[config.mk]
export PLATFORM = sky130hd
export DESIGN_NAME = dmasa_channel
export DESIGN_NICKNAME = d
export VERILOG_FILES = /design/src/dmasa_pkg.sv /design/src/dmasa_channel.sv /design/src/dmasa_sync.sv
export SDC_FILE = /design/constraint.sdc
export NUM_CORES = 1
export LEC_CHECK = 0
export ABC_AREA = 1
export BUFFER_PORTS_ARGS = -buffer_cell sky130_fd_sc_hd__buf_2
export CAP_MARGIN = 0
export CORE_ASPECT_RATIO = 1.2
export CORE_MARGIN = 3
export CORE_UTILIZATION = 46
export DETAILED_ROUTE_END_ITERATION = 7
export PLACE_DENSITY = 0.62
export SYNTH_ARGS = -nofsm -noshare
export SYNTH_HDL_FRONTEND = slang
export SYNTH_SLANG_ARGS = --single-unit
[constraint.sdc]
create_clock -name clk -period 5 [get_ports clk]
set_input_delay 0.5 -clock clk [delete_from_list [all_inputs] [get_ports clk]]
set_output_delay 0.5 -clock clk [all_outputs]
set_load 0.02 [all_outputs]
[src/dmasa_pkg.sv]
// Constants, register map and types for the short-address DMA channel.
// Assumes a single 20 MHz clock domain and an AXI4-Lite register master.
// How it works
// - Cycle-steal releases the bus after every item.
// - Burst holds the bus to the end of the count unless a higher master asks.
// - External full-address runs move one item per request on 24-bit addresses.
// - Block runs move a block per request while no higher master asks, restore one address per block, may interrupt at the end.
// - I/O mode is set by this channel's mode field alone.
// - Serial receive-full copies I/O to memory; other sources copy memory to I/O.
// - I/O mode steps the 24-bit memory address after each item.
// - The I/O address is the 8-bit register under sixteen ones, never changed by transfers.
// - The 16-bit count drops once per item, or once per block in block runs; at zero enable clears and the run stops.
// - In I/O mode completion interrupts only when enabled.
// - A starting count of zero means 65,536 items.
// - Requests come from timers 0 to 3, serial empty/full and the external pin.
// - Idle mode is set by this channel's mode field alone.
// - Idle mode keeps both addresses fixed.
// - Idle-mode completion always interrupts.
// - I/O mode moves exactly one item per accepted request.
package dmasa_pkg;
   localparam int ADDR_W = 24;
   localparam int CNT_W  = 16;
   localparam int AXI_AW = 5;
   // Register byte offsets
   localparam logic [AXI_AW-1:0] OFS_MEMADDR = 5'h00;
   localparam logic [AXI_AW-1:0] OFS_IOADDR  = 5'h04;
   localparam logic [AXI_AW-1:0] OFS_COUNT   = 5'h08;
   localparam logic [AXI_AW-1:0] OFS_CTRL    = 5'h0c;
   localparam logic [AXI_AW-1:0] OFS_STATUS  = 5'h10;
   localparam logic [AXI_AW-1:0] OFS_DSTADDR = 5'h14;
   localparam logic [AXI_AW-1:0] OFS_BLKSIZE = 5'h18;
   // Control and status field positions
   localparam int CTL_EN     = 0;
   localparam int CTL_IRQEN  = 1;
   localparam int CTL_WORD   = 2;
   localparam int CTL_DEC    = 3;
   localparam int CTL_BLKSRC = 4;
   localparam int CTL_MODE   = 8;
   localparam int CTL_SRC    = 12;
   localparam int CTL_DSTST  = 16;
   localparam int STA_DONE   = 0;
   localparam int STA_BUSY   = 1;
   // Modes
   localparam logic [2:0] MODE_IO    = 3'h0;
   localparam logic [2:0] MODE_IDLE  = 3'h1;
   localparam logic [2:0] MODE_EXT   = 3'h2;
   localparam logic [2:0] MODE_BURST = 3'h3;
   localparam logic [2:0] MODE_STEAL = 3'h4;
   localparam logic [2:0] MODE_BLOCK = 3'h5;
   // Request sources
   localparam logic [2:0] SRC_RXFULL  = 3'h5;
   localparam logic [2:0] SRC_TXEMPTY = 3'h4;
   localparam logic [2:0] SRC_EXTEDGE = 3'h6;
   localparam logic [2:0] SRC_EXTLVL  = 3'h7;
   // Destination step codes
   localparam logic [1:0] STEP_FIX = 2'h0;
   localparam logic [1:0] STEP_INC = 2'h1;
   localparam logic [1:0] STEP_DEC = 2'h2;
   localparam logic [15:0] IO_HIGH_ONES = 16'hffff;
   localparam logic [1:0] RESP_OKAY   = 2'h0;
   localparam logic [1:0] RESP_SLVERR = 2'h2;
   localparam logic [CNT_W-1:0] CNT_ONE = 16'h0001;
   localparam logic [7:0]  BLK_ONE = 8'h01;
   typedef enum logic [1:0] {ST_IDLE, ST_REQ, ST_XFER, ST_GAP} dmasa_state_t;
endpackage

[src/dmasa_channel.sv]
// Short-address DMA channel with full-address options and an AXI4-Lite register file.
// Assumes one clock; the bus arbiter grants with busGrant and the bus finishes an item with xferDone.
`timescale 1ns/1ps
module dmasa_channel
(
   // Clock and reset
   input  wire logic                           clk,
   input  wire logic                           rst,
   // AXI4-Lite register slave
   input  wire logic [dmasa_pkg::AXI_AW-1:0]   s_axi_awaddr,
   input  wire logic                           s_axi_awvalid,
   output logic                                s_axi_awready,
   input  wire logic [31:0]                    s_axi_wdata,
   input  wire logic [3:0]                     s_axi_wstrb,
   input  wire logic                           s_axi_wvalid,
   output logic                                s_axi_wready,
   output logic [1:0]                          s_axi_bresp,
   output logic                                s_axi_bvalid,
   input  wire logic                           s_axi_bready,
   input  wire logic [dmasa_pkg::AXI_AW-1:0]   s_axi_araddr,
   input  wire logic                           s_axi_arvalid,
   output logic                                s_axi_arready,
   output logic [31:0]                         s_axi_rdata,
   output logic [1:0]                          s_axi_rresp,
   output logic                                s_axi_rvalid,
   input  wire logic                           s_axi_rready,
   // Request sources
   input  wire logic [3:0]                     timerMatchA,
   input  wire logic                           serialTxEmpty,
   input  wire logic                           serialRxFull,
   input  wire logic                           extReqN,
   // System bus side
   output logic                                busReq,
   input  wire logic                           busGrant,
   input  wire logic                           higherMasterReq,
   output logic                                xferValid,
   output logic [dmasa_pkg::ADDR_W-1:0]        xferSrc,
   output logic [dmasa_pkg::ADDR_W-1:0]        xferDst,
   output logic                                xferWord,
   input  wire logic                           xferDone,
   // Completion interrupt
   output logic                                cpuIrq
);
   import dmasa_pkg::*;

   ////////////////////////////////////////////////////////////////////////////
   // Registers
   logic [ADDR_W-1:0] memAddr_reg;
   logic [ADDR_W-1:0] dstAddr_reg;
   logic [ADDR_W-1:0] memStart_reg;
   logic [ADDR_W-1:0] dstStart_reg;
   logic [7:0]        ioLow_reg;
   logic [CNT_W-1:0]  count_reg;
   logic [7:0]        blkSize_reg;
   logic [7:0]        blkLeft_reg;
   logic              enable_reg;
   logic              irqEn_reg;
   logic              wordSize_reg;
   logic              memDec_reg;
   logic              blkSrcArea_reg;
   logic [2:0]        mode_reg;
   logic [2:0]        srcSel_reg;
   logic [1:0]        dstStep_reg;
   logic              done_reg;
   logic              pending_reg;
   logic              extPrev_reg;
   logic              rxDir_reg;
   dmasa_state_t      state_reg;

   ////////////////////////////////////////////////////////////////////////////
   // AXI4-Lite handshake state
   logic              awOpen_reg;
   logic              wOpen_reg;
   logic              arOpen_reg;
   logic [AXI_AW-1:0] awAddr_reg;
   logic [31:0]       wData_reg;
   logic [3:0]        wStrb_reg;
   logic              bValid_reg;
   logic [1:0]        bResp_reg;
   logic              rValid_reg;
   logic [1:0]        rResp_reg;
   logic [31:0]       rData_reg;

   wire awTake  = s_axi_awvalid && awOpen_reg;
   wire wTake   = s_axi_wvalid && wOpen_reg;
   wire arTake  = s_axi_arvalid && arOpen_reg;
   wire haveAw  = !awOpen_reg;
   wire haveW   = !wOpen_reg;
   wire wrFire  = haveAw && haveW && !bValid_reg;
   wire bDone   = bValid_reg && s_axi_bready;
   wire rDone   = rValid_reg && s_axi_rready;

   // Write decode
   wire wrMem   = wrFire && awAddr_reg == OFS_MEMADDR;
   wire wrIo    = wrFire && awAddr_reg == OFS_IOADDR;
   wire wrCnt   = wrFire && awAddr_reg == OFS_COUNT;
   wire wrCtl   = wrFire && awAddr_reg == OFS_CTRL;
   wire wrSta   = wrFire && awAddr_reg == OFS_STATUS;
   wire wrDst   = wrFire && awAddr_reg == OFS_DSTADDR;
   wire wrBlk   = wrFire && awAddr_reg == OFS_BLKSIZE;
   wire wrHit   = wrMem || wrIo || wrCnt || wrCtl || wrSta || wrDst || wrBlk;
   wire [31:0] wMask = {{8{wStrb_reg[3]}}, {8{wStrb_reg[2]}}, {8{wStrb_reg[1]}}, {8{wStrb_reg[0]}}};

   ////////////////////////////////////////////////////////////////////////////
   // Request selection
   logic extLevel;
   dmasa_sync u_extSync
   (
      .clk      (clk),
      .rst      (rst),
      .pinIn    (extReqN),
      .levelOut (extLevel)
   );

   wire [7:0] srcVec = {!extLevel, extPrev_reg && !extLevel, serialRxFull, serialTxEmpty, timerMatchA};
   wire isAuto   = mode_reg == MODE_BURST || mode_reg == MODE_STEAL;
   wire isShort  = mode_reg == MODE_IO || mode_reg == MODE_IDLE;
   wire isBlock  = mode_reg == MODE_BLOCK;
   wire extOnly  = mode_reg == MODE_EXT;
   // Full-address external runs take only the pin; block runs take timer or pin
   wire srcOk    = isShort || (extOnly && (srcSel_reg == SRC_EXTEDGE || srcSel_reg == SRC_EXTLVL))
                   || (isBlock && (srcSel_reg < SRC_TXEMPTY || srcSel_reg == SRC_EXTEDGE));
   wire reqEvent = enable_reg && srcOk && srcVec[srcSel_reg];
   wire startNow = enable_reg && (isAuto || pending_reg) && state_reg == ST_IDLE;

   ////////////////////////////////////////////////////////////////////////////
   // Address and count arithmetic
   wire [ADDR_W-1:0] stepAmt  = wordSize_reg ? 24'h000002 : 24'h000001;
   wire [ADDR_W-1:0] memStep  = memDec_reg ? memAddr_reg - stepAmt : memAddr_reg + stepAmt;
   wire [ADDR_W-1:0] dstStepV = dstStep_reg == STEP_INC ? dstAddr_reg + stepAmt
                              : dstStep_reg == STEP_DEC ? dstAddr_reg - stepAmt : dstAddr_reg;
   wire [ADDR_W-1:0] ioFull   = {IO_HIGH_ONES, ioLow_reg};
   wire [CNT_W-1:0]  cntDec   = count_reg - CNT_ONE;
   wire itemDone  = state_reg == ST_XFER && xferDone;
   wire blockEnd  = isBlock && blkLeft_reg == BLK_ONE;
   // A count of one before the step is the last; zero wraps to 65,535, so 65,536 items run
   wire lastItem  = count_reg == CNT_ONE && (!isBlock || blockEnd);
   wire finish    = itemDone && lastItem;
   wire irqCause  = mode_reg == MODE_IDLE || irqEn_reg;
   // Burst keeps the bus for back-to-back items while no higher master asks
   wire keepBus   = (mode_reg == MODE_BURST || (isBlock && !blockEnd)) && !higherMasterReq;

   ////////////////////////////////////////////////////////////////////////////
   // Transfer engine
   always_ff @(posedge clk)
   begin
      if (rst)
      begin
         state_reg   <= ST_IDLE;
         busReq      <= 1'b0;
         xferValid   <= 1'b0;
         xferSrc     <= '0;
         xferDst     <= '0;
         xferWord    <= 1'b0;
         pending_reg <= 1'b0;
         extPrev_reg <= 1'b1;
         rxDir_reg   <= 1'b0;
      end
      else
      begin
         extPrev_reg <= extLevel;
         // A request landing while the previous is consumed is kept
         pending_reg <= reqEvent || (pending_reg && !startNow && enable_reg);
         unique case (state_reg)
            ST_IDLE:
            begin
               if (startNow)
               begin
                  busReq    <= 1'b1;
                  rxDir_reg <= isShort && srcSel_reg == SRC_RXFULL;
                  state_reg <= ST_REQ;
               end
            end
            ST_REQ:
            begin
               if (!enable_reg)
               begin
                  busReq    <= 1'b0;
                  state_reg <= ST_IDLE;
               end
               else if (busGrant)
               begin
                  xferValid <= 1'b1;
                  xferWord  <= wordSize_reg;
                  xferSrc   <= isShort ? (rxDir_reg ? ioFull : memAddr_reg) : memAddr_reg;
                  xferDst   <= isShort ? (rxDir_reg ? memAddr_reg : ioFull) : dstAddr_reg;
                  state_reg <= ST_XFER;
               end
            end
            ST_XFER:
            begin
               if (xferDone)
               begin
                  xferValid <= 1'b0;
                  if (!finish && keepBus)
                  begin
                     state_reg <= ST_REQ;
                  end
                  else
                  begin
                     busReq    <= 1'b0;
                     state_reg <= ST_GAP;
                  end
               end
            end
            ST_GAP:
            begin
               // One idle cycle so another master can take the bus
               state_reg <= ST_IDLE;
            end
         endcase
      end
   end

   ////////////////////////////////////////////////////////////////////////////
   // Channel registers
   always_ff @(posedge clk)
   begin
      if (rst)
      begin
         memAddr_reg    <= '0;
         dstAddr_reg    <= '0;
         memStart_reg   <= '0;
         dstStart_reg   <= '0;
         ioLow_reg      <= '0;
         count_reg      <= '0;
         blkSize_reg    <= BLK_ONE;
         blkLeft_reg    <= BLK_ONE;
         enable_reg     <= 1'b0;
         irqEn_reg      <= 1'b0;
         wordSize_reg   <= 1'b0;
         memDec_reg     <= 1'b0;
         blkSrcArea_reg <= 1'b0;
         mode_reg       <= MODE_IO;
         srcSel_reg     <= '0;
         dstStep_reg    <= STEP_FIX;
         done_reg       <= 1'b0;
         cpuIrq         <= 1'b0;
      end
      else
      begin
         if (itemDone)
         begin
            // Idle mode and short-mode I/O side never move
            if (mode_reg != MODE_IDLE)
               memAddr_reg <= memStep;
            if (!isShort)
               dstAddr_reg <= dstStepV;
            if (isBlock)
            begin
               blkLeft_reg <= blockEnd ? blkSize_reg : blkLeft_reg - BLK_ONE;
               if (blockEnd && blkSrcArea_reg)
                  memAddr_reg <= memStart_reg;
               if (blockEnd && !blkSrcArea_reg)
                  dstAddr_reg <= dstStart_reg;
            end
            if (!isBlock || blockEnd)
               count_reg <= cntDec;
            if (lastItem)
               enable_reg <= 1'b0;
         end
         // Software writes take precedence over stepping in the same cycle
         if (wrMem)
         begin
            memAddr_reg  <= wData_reg[ADDR_W-1:0];
            memStart_reg <= wData_reg[ADDR_W-1:0];
         end
         if (wrDst)
         begin
            dstAddr_reg  <= wData_reg[ADDR_W-1:0];
            dstStart_reg <= wData_reg[ADDR_W-1:0];
         end
         if (wrIo && wStrb_reg[0])
            ioLow_reg <= wData_reg[7:0];
         if (wrCnt)
            count_reg <= (count_reg & ~wMask[CNT_W-1:0]) | (wData_reg[CNT_W-1:0] & wMask[CNT_W-1:0]);
         if (wrBlk && wStrb_reg[0])
         begin
            blkSize_reg <= wData_reg[7:0];
            blkLeft_reg <= wData_reg[7:0];
         end
         if (wrCtl && wStrb_reg[0])
         begin
            enable_reg     <= wData_reg[CTL_EN];
            irqEn_reg      <= wData_reg[CTL_IRQEN];
            wordSize_reg   <= wData_reg[CTL_WORD];
            memDec_reg     <= wData_reg[CTL_DEC];
            blkSrcArea_reg <= wData_reg[CTL_BLKSRC];
         end
         if (wrCtl && wStrb_reg[1])
            mode_reg <= wData_reg[CTL_MODE+:3];
         if (wrCtl && wStrb_reg[2])
         begin
            srcSel_reg  <= wData_reg[CTL_SRC+:3];
            dstStep_reg <= wData_reg[CTL_DSTST+:2];
         end
         // Completion flag: hardware set wins over a write-one clear
         done_reg <= (finish && irqCause) || (done_reg && !(wrSta && wStrb_reg[0] && wData_reg[STA_DONE]));
         cpuIrq   <= (finish && irqCause) || (done_reg && !(wrSta && wStrb_reg[0] && wData_reg[STA_DONE]));
      end
   end

   ////////////////////////////////////////////////////////////////////////////
   // Read mux
   wire [31:0] ctlRead = {14'h0, dstStep_reg, 1'b0, srcSel_reg, 1'b0, mode_reg,
                          3'h0, blkSrcArea_reg, memDec_reg, wordSize_reg, irqEn_reg, enable_reg};
   wire [31:0] staRead = {30'h0, state_reg != ST_IDLE, done_reg};
   // Offsets are dense words from zero up to the block size register
   wire rdHit = s_axi_araddr[1:0] == 2'b00 && s_axi_araddr <= OFS_BLKSIZE;
   wire [31:0] rdMux = s_axi_araddr == OFS_MEMADDR ? {8'h00, memAddr_reg}
                     : s_axi_araddr == OFS_IOADDR  ? {24'h0, ioLow_reg}
                     : s_axi_araddr == OFS_COUNT   ? {16'h0, count_reg}
                     : s_axi_araddr == OFS_CTRL    ? ctlRead
                     : s_axi_araddr == OFS_STATUS  ? staRead
                     : s_axi_araddr == OFS_DSTADDR ? {8'h00, dstAddr_reg}
                     : s_axi_araddr == OFS_BLKSIZE ? {24'h0, blkSize_reg} : 32'h0;

   ////////////////////////////////////////////////////////////////////////////
   // AXI4-Lite slave
   always_ff @(posedge clk)
   begin
      if (rst)
      begin
         awOpen_reg <= 1'b1;
         wOpen_reg  <= 1'b1;
         arOpen_reg <= 1'b1;
         awAddr_reg <= '0;
         wData_reg  <= '0;
         wStrb_reg  <= '0;
         bValid_reg <= 1'b0;
         bResp_reg  <= RESP_OKAY;
         rValid_reg <= 1'b0;
         rResp_reg  <= RESP_OKAY;
         rData_reg  <= '0;
      end
      else
      begin
         if (awTake)
         begin
            awOpen_reg <= 1'b0;
            awAddr_reg <= {s_axi_awaddr[AXI_AW-1:2], 2'b00};
         end
         if (wTake)
         begin
            wOpen_reg <= 1'b0;
            wData_reg <= s_axi_wdata;
            wStrb_reg <= s_axi_wstrb;
         end
         if (wrFire)
         begin
            bValid_reg <= 1'b1;
            bResp_reg  <= wrHit ? RESP_OKAY : RESP_SLVERR;
         end
         else if (bDone)
         begin
            bValid_reg <= 1'b0;
            awOpen_reg <= 1'b1;
            wOpen_reg  <= 1'b1;
         end
         if (arTake)
         begin
            arOpen_reg <= 1'b0;
            rValid_reg <= 1'b1;
            rData_reg  <= rdMux;
            rResp_reg  <= rdHit ? RESP_OKAY : RESP_SLVERR;
         end
         else if (rDone)
         begin
            rValid_reg <= 1'b0;
            arOpen_reg <= 1'b1;
         end
      end
   end

   assign s_axi_awready = awOpen_reg;
   assign s_axi_wready  = wOpen_reg;
   assign s_axi_bvalid  = bValid_reg;
   assign s_axi_bresp   = bResp_reg;
   assign s_axi_arready = arOpen_reg;
   assign s_axi_rvalid  = rValid_reg;
   assign s_axi_rdata   = rData_reg;
   assign s_axi_rresp   = rResp_reg;
endmodule // dmasa_channel

[src/dmasa_sync.sv]
// Two-flop synchroniser for the external request pin.
// Assumes the pin is asynchronous to clk.
`timescale 1ns/1ps
module dmasa_sync
(
   // Clock and reset
   input  wire logic clk,
   input  wire logic rst,
   // Pin and synchronised level
   input  wire logic pinIn,
   output logic      levelOut
);
   logic stage1_reg;
   logic stage2_reg;
   always_ff @(posedge clk)
   begin
      if (rst)
      begin
         stage1_reg <= 1'b1;
         stage2_reg <= 1'b1;
      end
      else
      begin
         stage1_reg <= pinIn;
         stage2_reg <= stage1_reg;
      end
   end
   assign levelOut = stage2_reg;
endmodule // dmasa_sync

==> flow_metrics.env, run 1 <==
export IMPL_min_period_over_period_pct=61.3
export IMPL_antenna_left=0
export IMPL_critPathRequiredTime_ns=5.50
export IMPL_numPortBuffers=134
export IMPL_cts_buffer_depth=3
export IMPL_post_drt_wl_per_cell_um=19.9
export IMPL_start_kind="flip-flop"
export IMPL_ys_seq_elements=269
export IMPL_dr_pass1_iters=6
export IMPL_yosys_area_top_type="dfxtp_1"
export IMPL_cts_tree="done"
export IMPL_rsz0062_at_grt="false"
export IMPL_via_per_inst=5.75
export IMPL_hp_class="in2reg"
export IMPL_syn_area_per_cell_um2=6.69
export IMPL_power_density_nw_per_um2=293
export IMPL_layout_setup_ws_ns=1.94
export IMPL_clk_pin_slew_ns=0.06
export IMPL_cts_sinks=269
export IMPL_min_path_cells=2
export IMPL_status="completed"
export IMPL_cts_setup_buffers=0
export IMPL_drive_gt1_share_pct=10.9
export IMPL_rrSetupSlack_ns=1.94
export IMPL_p_leak_nw=7.54
export IMPL_skew_ns=0.0119
export IMPL_cp_cell_sequence="nor2_4, inv_2, nor2_8, inv_1, nand3_1, nand3_1, nand3_1, a21oi_1"
export IMPL_synth_ff_type="dfxtp_1"
export IMPL_grt_overflow=0
export IMPL_die_w_um=171
export IMPL_cts_resized=0
export IMPL_remaining_drc_errors=0
export IMPL_synth_top_cell_area_share_pct=35.8
export IMPL_cp_arrival_ns=3.56
export IMPL_die_area_um2=34900
export IMPL_cp_max_fo=38
export IMPL_cts_buffers=30
export IMPL_grt_use_total_pct=30.2
export IMPL_layout_commonest_cell="nand2_1"
export IMPL_tightest_slew_ns=1.19
export IMPL_die_y_um=204
export IMPL_finalSetupViolations=0
export IMPL_synthTopCellsByArea="dfxtp_1 (36%), nand2_1 (11%), a21oi_1 (9.1%)"
export IMPL_total_power_w=0.00494
export IMPL_core_area_um2=31800
export IMPL_io_pin_count=156
export IMPL_crit_start="mode_reg[1]$_SDFFE_PP0P_"
export IMPL_slowest_delay_ns=0.88
export IMPL_cts_hold_fix_buffers=0
export IMPL_hold_viol_final=0
export IMPL_place_congestion=0.949
export IMPL_crit_path_top_delay_cell="inv_1"
export IMPL_ir_drop_v=0.000275
export IMPL_nets=2426
export IMPL_grt_start_max_net_pins=73
export IMPL_layout_common_cells="nand2_1 (457), a21oi_1 (273), inv_1 (270)"
export IMPL_drt_total_wl_um=54700
export IMPL_max_clock_freq_ghz=0.326
export IMPL_rr_startpoint="mode_reg[1]$_SDFFE_PP0P_"
export IMPL_syn_cell_area_um2=15000
export IMPL_end_kind="flip-flop"
export IMPL_start_util_pct=47.3
export IMPL_ys_types=52
export IMPL_ys_warn_count=0
export IMPL_drt_iter0_markers=1466
export IMPL_grt_pass1_wl_um=82900
export IMPL_hp_start="extReqN"
export IMPL_period_minus_slack_ns=3.06
export IMPL_drv_cap=0
export IMPL_fp_row_count=71
export IMPL_slew_headroom_pct=20.6
export IMPL_final_setup_tns_ns=0
export IMPL_ctsRootBufferMaster="clkbuf_16"
export IMPL_clk_latency_ns=0.58
export IMPL_netlist_instances=2248
export IMPL_ys_seq_area_share_pct=35.8
export IMPL_drv_slew=0
export IMPL_vias=15800
export IMPL_async_flop_share_pct=0
export IMPL_h_tree_depth=1
export IMPL_synth_edf_count=0
export IMPL_area_delta_synth_final_pct=12.2
export IMPL_cpMostUsedCell="nand3_1"
export IMPL_worst_r2r_path_depth=8
export IMPL_antenna_found_initial=1
export IMPL_antenna_cells=0
export IMPL_place_ws_ns=1.97
export IMPL_crit_type="reg2reg"
export IMPL_dpl_hpwl_um=39700
export IMPL_grt_pass1_vias=14500
==> cell usage after synthesis, types with 3 or more instances <==
cell       number
or2_2          11
nor4_1          4
nand2_2         9
o21ai_0       252
buf_4          13
xnor2_1         3
ha_1           35
inv_2          10
a221oi_1        3
dfxtp_1       269
buf_6           7
nand2_1       457
nor3_1         15
o21ai_1         9
inv_1         270
o21bai_1       20
a22oi_1        17
nor2_4          7
clkinv_1        7
nand3_1        97
nand3b_1        5
xor2_1         13
o22ai_1        18
o221ai_1        8
nand4_1        24
a31oi_1        41
nor2_2          6
buf_2          20
a21oi_1       273
o211ai_1       41
o2111ai_1       3
a211oi_1        4
clkbuf_1       67
nor2_1        183
fa_1            3
==> path summary, 6_finish.rpt <==
path / endpoint
worst min-delay path: u_extSync.stage1_reg$_SDFF_PP1_
worst min register to register: u_extSync.levelOut$_SDFF_PP1_
worst max register to register: memAddr_reg[13]$_SDFFE_PP0P_
worst max-delay path: memAddr_reg[13]$_SDFFE_PP0P_
==> report_power, final <==
| group | switching [W] | internal (W) | leakage (nW) | total, W |
|---|---|---|---|---|
| Sequential | 0.0000671 | 0.00219 | 2.18 | 0.00226 |
| Combinational | 0.000196 | 0.0000838 | 4.83 | 0.000279 |
| Clock | 0.000965 | 0.00144 | 0.529 | 0.00241 |
==> logic make-up (layout without fill, tap and decap cells) <==
group | count (synthesis) | in the layout | synth area share (%)
fa+ha+maj | 38 | 38 | 3.31
xor+xnor | 16 | 16 | 0.931
flops | 269 | 269 | 35.8
compound gates | 701 | 701 | 25.9
buf+inv | 398 | 490 | 10.8
other cells | 1 | 10 | 0.0249
simple gates | 825 | 825 | 23.3
==> metal layers <==
layer / global-route usage [%] / vias to the layer above / wire [um]
met5: 0 / - / 0
met4: 10.7 / 0 / 1910
met3: 3.21 / 97 / 3690
met2: 50.1 / 589 / 25600
met1: 41.0 / 7467 / 23400
li1: - / 7646 / -
==> worst max-delay path: cells and delay by family (launching register included) <==
kind	cells	cell delay [ns]
flip-flops	1	0.46
AO/OA/AOI/OAI	1	0.17
AND/OR/NAND/NOR	5	0.77
buffers and inverters	2	1.54
==> through the flow <==
stage,hold WS (ns),std cells,instance area (um^2),util (%)
2_1_floorplan,0.388,2257,15100,-
3_3_place_gp,0.395,2694,15800,49.7
3_5_place_dp,0.403,2694,15800,49.7
4_1_cts,0.0873,2750,16900,53.1
5_1_grt,0.0957,2750,16900,53.1
6_report,0.112,2750,16900,53.1
==> cell type report <==
class	count	area (um^2)
tap	401	502
clock inverter	15	191
multi-input combinational	1590	8080
fill	3251	14900
sequential	269	5390
clock buffer	41	883
timing repair buffer	146	763
inverter	288	1080
Power figures use the tool's default switching activity.
==> inputs of run 2 (changes only) <==
==> constraint.sdc (replaced) <==
create_clock -name clk -period 3.1 [get_ports clk]
set_input_delay 0.31 -clock clk [delete_from_list [all_inputs] [get_ports clk]]
set_output_delay 0.31 -clock clk [all_outputs]
set_load 0.02 [all_outputs]
==> run 2 against run 1 <==
Effect of this change: utilization up 0.72 points; maximum frequency increased by 23%; sequential cell count did not move; non-clock buffer count rose by 36; clock skew decreased by 0.0014 ns; global-route usage grew 0.45 points; sequential power is 61% higher; critical endpoint is now memAddr_reg[4]$_SDFFE_PP0P_; largest power group is now registers.
==> flow_metrics.env, run 2 (synthesized netlist as in run 1, its figures left out) <==
export IMPL_status="completed"
export IMPL_drv_cap=0
export IMPL_layout_common_cells="nand2_1 (457), a21oi_1 (273), inv_1 (270)"
export IMPL_area_delta_synth_final_pct=13.8
export IMPL_finalSetupViolations=0
export IMPL_grt_use_total_pct=30.7
export IMPL_skew_ns=0.0106
export IMPL_rsz0062_at_grt="false"
export IMPL_ctsRootBufferMaster="clkbuf_16"
export IMPL_core_area_um2=31800
export IMPL_critPathRequiredTime_ns=3.51
export IMPL_tightest_slew_ns=0.981
export IMPL_cts_tree="done"
export IMPL_max_clock_freq_ghz=0.400
export IMPL_cp_max_fo=48
export IMPL_grt_pass1_vias=14600
export IMPL_start_kind="flip-flop"
export IMPL_h_tree_depth=1
export IMPL_cts_setup_buffers=0
export IMPL_final_setup_tns_ns=0
export IMPL_antenna_cells=0
export IMPL_cts_buffers=30
export IMPL_numPortBuffers=134
export IMPL_ir_drop_v=0.000357
export IMPL_cts_sinks=269
export IMPL_min_period_over_period_pct=80.6
export IMPL_start_util_pct=47.3
export IMPL_via_per_inst=5.71
export IMPL_multi_input_area_um2=8080
export IMPL_dr_pass1_iters=5
export IMPL_grt_overflow=0
export IMPL_remaining_drc_errors=0
export IMPL_post_drt_wl_per_cell_um=19.8
export IMPL_grt_pass1_wl_um=84400
export IMPL_slew_headroom_pct=34.6
export IMPL_place_congestion=0.954
export IMPL_cts_buffer_depth=3
export IMPL_finalCoreUtilization_pct=53.8
export IMPL_clk_latency_ns=0.58
export IMPL_die_w_um=171
export IMPL_antenna_found_initial=0
export IMPL_grt_start_max_net_pins=83
export IMPL_end_kind="flip-flop"
export IMPL_power_density_nw_per_um2=449
export IMPL_ff_latch_area_um2=5390
export IMPL_drt_iter0_markers=1644
export IMPL_drive_gt1_share_pct=11.4
export IMPL_io_pin_count=156
export IMPL_drt_total_wl_um=55000
export IMPL_num_fill_cells=3286
export IMPL_clk_pin_slew_ns=0.06
export IMPL_p_leak_nw=7.67
export IMPL_antenna_left=0
export IMPL_crit_type="reg2reg"
export IMPL_fp_row_count=71
export IMPL_layout_commonest_cell="nand2_1"
export IMPL_dpl_hpwl_um=41100
export IMPL_cp_arrival_ns=2.91
export IMPL_nets=2462
export IMPL_drv_slew=0
export IMPL_die_area_um2=34900
export IMPL_vias=15900
export IMPL_period_minus_slack_ns=2.50
export IMPL_hold_viol_final=0
export IMPL_hp_class="in2reg"
export IMPL_die_y_um=204
==> run 2: final timing paths <==
| path | cells after the start | startpoint | slack, ns | to |
|---|---|---|---|---|
| max | 8 | mode_reg[2]$_SDFFE_PP0P_ | 0.60 | memAddr_reg[4]$_SDFFE_PP0P_ |
| min | 3 | s_axi_wstrb[2] | 0.01 | wStrb_reg[2]$_SDFFE_PP0P_ |
| max reg2reg | 8 | mode_reg[2]$_SDFFE_PP0P_ | 0.60 | memAddr_reg[4]$_SDFFE_PP0P_ |
| min reg2reg | 1 | u_extSync.stage1_reg$_SDFF_PP1_ | 0.42 | u_extSync.levelOut$_SDFF_PP1_ |
==> run 2: repair_timing <==
item | CTS | global route
hold endpoints to repair | 13 | 0
hold buffers | 14 | 0
resized for setup | 0 | 0
setup endpoints to repair | 0 | 0
==> run 2: critical path: stages (launching register included) <==
cell     delay [ns]
dfxtp_1        0.42
inv_2          0.11
nor3_4         0.30
nand2_2        0.25
nor2_1         0.29
inv_2          0.36
or2_2          0.41
nand3_1        0.08
a31oi_1        0.08
==> run 2: power by group <==
part	total, W	internal (W)	switching (W)
logic	0.000472	0.000153	0.000319
clock network	0.00358	0.00206	0.00151
registers	0.00364	0.00353	0.000108
total	0.00769	0.00575	0.00194
==> run 2: metal layers <==
layer,GRT usage (%),vias up,part of all wire [%]
met4,8.94,0,3.0
met5,0,-,0
li1,-,7762,-
met2,51.3,616,47
met1,41.8,7422,43
met3,3.62,103,6.6
==> run 2: area by class of cell <==
class	count	area share (%)
Clock buffer	45	5.19
Sequential cell	269	31.5
Clock inverter	11	0.563
Multi-Input combinational cell	1590	47.2
Tap cell	401	2.93
Timing Repair Buffer	182	6.32
Inverter	288	6.34
==> run 2: per-stage QoR <==
stage	instance area, um^2	worst slack, ns	hold slack, ns	total power, W	std cells
after floorplan	15100	0.862	0.388	0.00396	2257
after global placement	16000	0.692	0.396	0.00416	2716
after detailed placement	16000	0.670	0.403	0.00416	2716
after CTS	17100	0.666	0.00391	0.00773	2786
after global routing	17100	0.409	0.0227	0.00794	2786
final	17100	0.601	0.0112	0.00769	2786
==> inputs of run 3 (changes only) <==
==> constraint.sdc (replaced) <==
create_clock -name clk -period 2.35 [get_ports clk]
set_input_delay 0.235 -clock clk [delete_from_list [all_inputs] [get_ports clk]]
set_output_delay 0.235 -clock clk [all_outputs]
set_load 0.02 [all_outputs]
==> run 3 against run 2 <==
Effect of this change: sequential cell count unchanged; cell count is 1.7% higher; clock skew grew 0.0068 ns; first-iteration DRC count fell by 11%; setup slack lost 0.48 ns; die area unchanged; routed wire length rose by 1.2%; sequential share of layout area is 0.99 points lower; combinational power grew 39%; non-clock buffer count increased by 53; largest cell class unchanged.
==> flow_metrics.env, run 3 (synthesized netlist as in run 1, its figures left out) <==
export IMPL_slew_headroom_pct=43.7
export IMPL_clk_latency_ns=0.57
export IMPL_die_area_um2=34900
export IMPL_num_fill_cells=3145
export IMPL_power_density_nw_per_um2=575
export IMPL_cts_buffer_depth=3
export IMPL_nets=2514
export IMPL_numPortBuffers=134
export IMPL_end_kind="flip-flop"
export IMPL_core_area_um2=31800
export IMPL_cts_setup_buffers=0
export IMPL_dr_pass1_iters=7
export IMPL_vias=16100
export IMPL_grt_use_total_pct=31.0
export IMPL_hold_viol_final=0
export IMPL_cp_arrival_ns=2.65
export IMPL_grt_pass1_vias=15000
export IMPL_io_pin_count=156
export IMPL_ir_drop_v=0.000532
export IMPL_grtUsageMet2_pct=52.2
export IMPL_cp_cell_sequence="buf_12, ha_2, nand2_1, inv_1, nand2_1, nor2_1, nand3_1, nand3_1, nand2_1, nand3_1, nand2_1, a21oi_1, nor2_1"
export IMPL_antenna_left=0
export IMPL_antenna_cells=0
export IMPL_dpl_hpwl_um=40800
export IMPL_ctsRootBufferMaster="clkbuf_16"
export IMPL_pwr_share_clk_pct=46.3
export IMPL_drt_total_wl_um=55700
export IMPL_p_int_w=0.00766
export IMPL_remaining_drc_errors=0
export IMPL_p_comb_share_pct=6.5
export IMPL_clk_pin_slew_ns=0.07
export IMPL_h_tree_depth=1
export IMPL_crit_type="reg2reg"
export IMPL_min_period_over_period_pct=95.0
export IMPL_use_met1_pct=41.3
export IMPL_use_met3_pct=3.62
export IMPL_slowest_delay_ns=0.39
export IMPL_cts_sinks=269
export IMPL_place_congestion=0.952
export IMPL_p_leak_nw=7.91
export IMPL_multi_input_area_um2=8180
export IMPL_die_y_um=204
export IMPL_drt_iter0_markers=1459
export IMPL_start_kind="flip-flop"
export IMPL_finalSetupViolations=0
export IMPL_critPathRequiredTime_ns=2.77
export IMPL_drv_cap=0
export IMPL_rsz0062_at_grt="false"
export IMPL_final_setup_tns_ns=0
export IMPL_post_drt_wl_per_cell_um=19.7
export IMPL_tightest_slew_ns=0.845
export IMPL_via_per_inst=5.69
export IMPL_antenna_found_initial=0
export IMPL_switching_share_pct=24.7
export IMPL_drive_gt1_share_pct=13.6
export IMPL_drv_slew=0
export IMPL_status="completed"
export IMPL_cpMostUsedCell="nand2_1"
export IMPL_start_util_pct=47.3
export IMPL_cp_max_fo=22
export IMPL_max_clock_freq_ghz=0.448
export IMPL_grt_overflow=0
export IMPL_die_w_um=171
export IMPL_fp_row_count=71
export IMPL_grt_start_max_net_pins=133
export IMPL_grt_pass1_wl_um=85400
export IMPL_cts_tree="done"
export IMPL_crit_path_top_delay_cell="ha_2"
export IMPL_power_switching_w=0.00251
export IMPL_layout_commonest_cell="nand2_1"
export IMPL_holdWs_ns=0.0313
export IMPL_area_delta_synth_final_pct=17.6
export IMPL_hp_class="in2reg"
export IMPL_cts_buffers=29
export IMPL_ff_latch_area_um2=5390
export IMPL_layout_common_cells="nand2_1 (454), inv_1 (269), a21oi_1 (269)"
export IMPL_grt_busiest_layer="met2"
export IMPL_skew_ns=0.0174
export IMPL_period_minus_slack_ns=2.23
export IMPL_sequentialPowerShare_pct=47.2
run 3: metrics by stage:
step	area, um^2	total power (W)	cells	setup slack [ns]	util, %
2_1_floorplan	15100	0.00522	2257	0.112	-
3_3_place_gp	16300	0.00549	2751	0.0551	51.3
3_5_place_dp	16300	0.00550	2751	0.0263	51.3
4_1_cts	17600	0.0102	2834	0.0183	55.3
5_1_grt	17700	0.0105	2834	0.00116	55.6
6_report	17700	0.0102	2834	0.118	55.6
run 3: cell type report:
type | count | area share, %
clock buffer | 41 | 4.70
inverter | 288 | 6.13
clock inverter | 10 | 0.743
tap | 401 | 2.84
multi-input combinational | 1590 | 46.2
sequential | 269 | 30.5
timing repair buffer | 235 | 8.90
run 3: final timing paths:
| check | from | end | slack, ns | cells past startpoint |
|---|---|---|---|---|
| max reg2reg | memDec_reg$_SDFFE_PP0P_ | memAddr_reg[17]$_SDFFE_PP0P_ | 0.12 | 13 |
| min | s_axi_wdata[1] | wData_reg[1]$_SDFFE_PP0P_ | 0.03 | 3 |
| min reg2reg | u_extSync.stage1_reg$_SDFF_PP1_ | u_extSync.levelOut$_SDFF_PP1_ | 0.40 | 1 |
| max | memDec_reg$_SDFFE_PP0P_ | memAddr_reg[17]$_SDFFE_PP0P_ | 0.12 | 13 |
run 3: power by group through the flow:
| stage | Clock (W) | Combinational (W) | Sequential, W |
|---|---|---|---|
| 3_3_place_gp | 0 | 0.000598 | 0.00490 |
| 3_5_place_dp | 0 | 0.000607 | 0.00490 |
| 5_1_grt | 0.00496 | 0.000722 | 0.00480 |
| 4_1_cts | 0.00476 | 0.000651 | 0.00480 |
| 6_report | 0.00471 | 0.000658 | 0.00480 |
| 2_1_floorplan | 0 | 0.000355 | 0.00487 |
run 3: repair_timing:
action,4_1_cts,5_1_grt
gates resized for setup,0,30
hold endpoints to repair,31,0
setup endpoints to repair,0,31
hold buffers,32,0
run 3: metal layers:
| layer | vias to the layer above | part of all wire, % |
|---|---|---|
| li1 | 7829 | - |
| met1 | 7583 | 42 |
| met2 | 617 | 48 |
| met3 | 93 | 7.0 |
| met4 | 0 | 3.2 |
| met5 | - | 0 |
run 3: worst max-delay path: cells and delay by family, from the launching register on:
family	cells	cell delay (ns)
AO/OA/AOI/OAI	1	0.12
AND/OR/NAND/NOR	9	0.97
adder cells (fa/ha/maj)	1	0.39
buffers and inverters	2	0.24
flip-flops	1	0.34
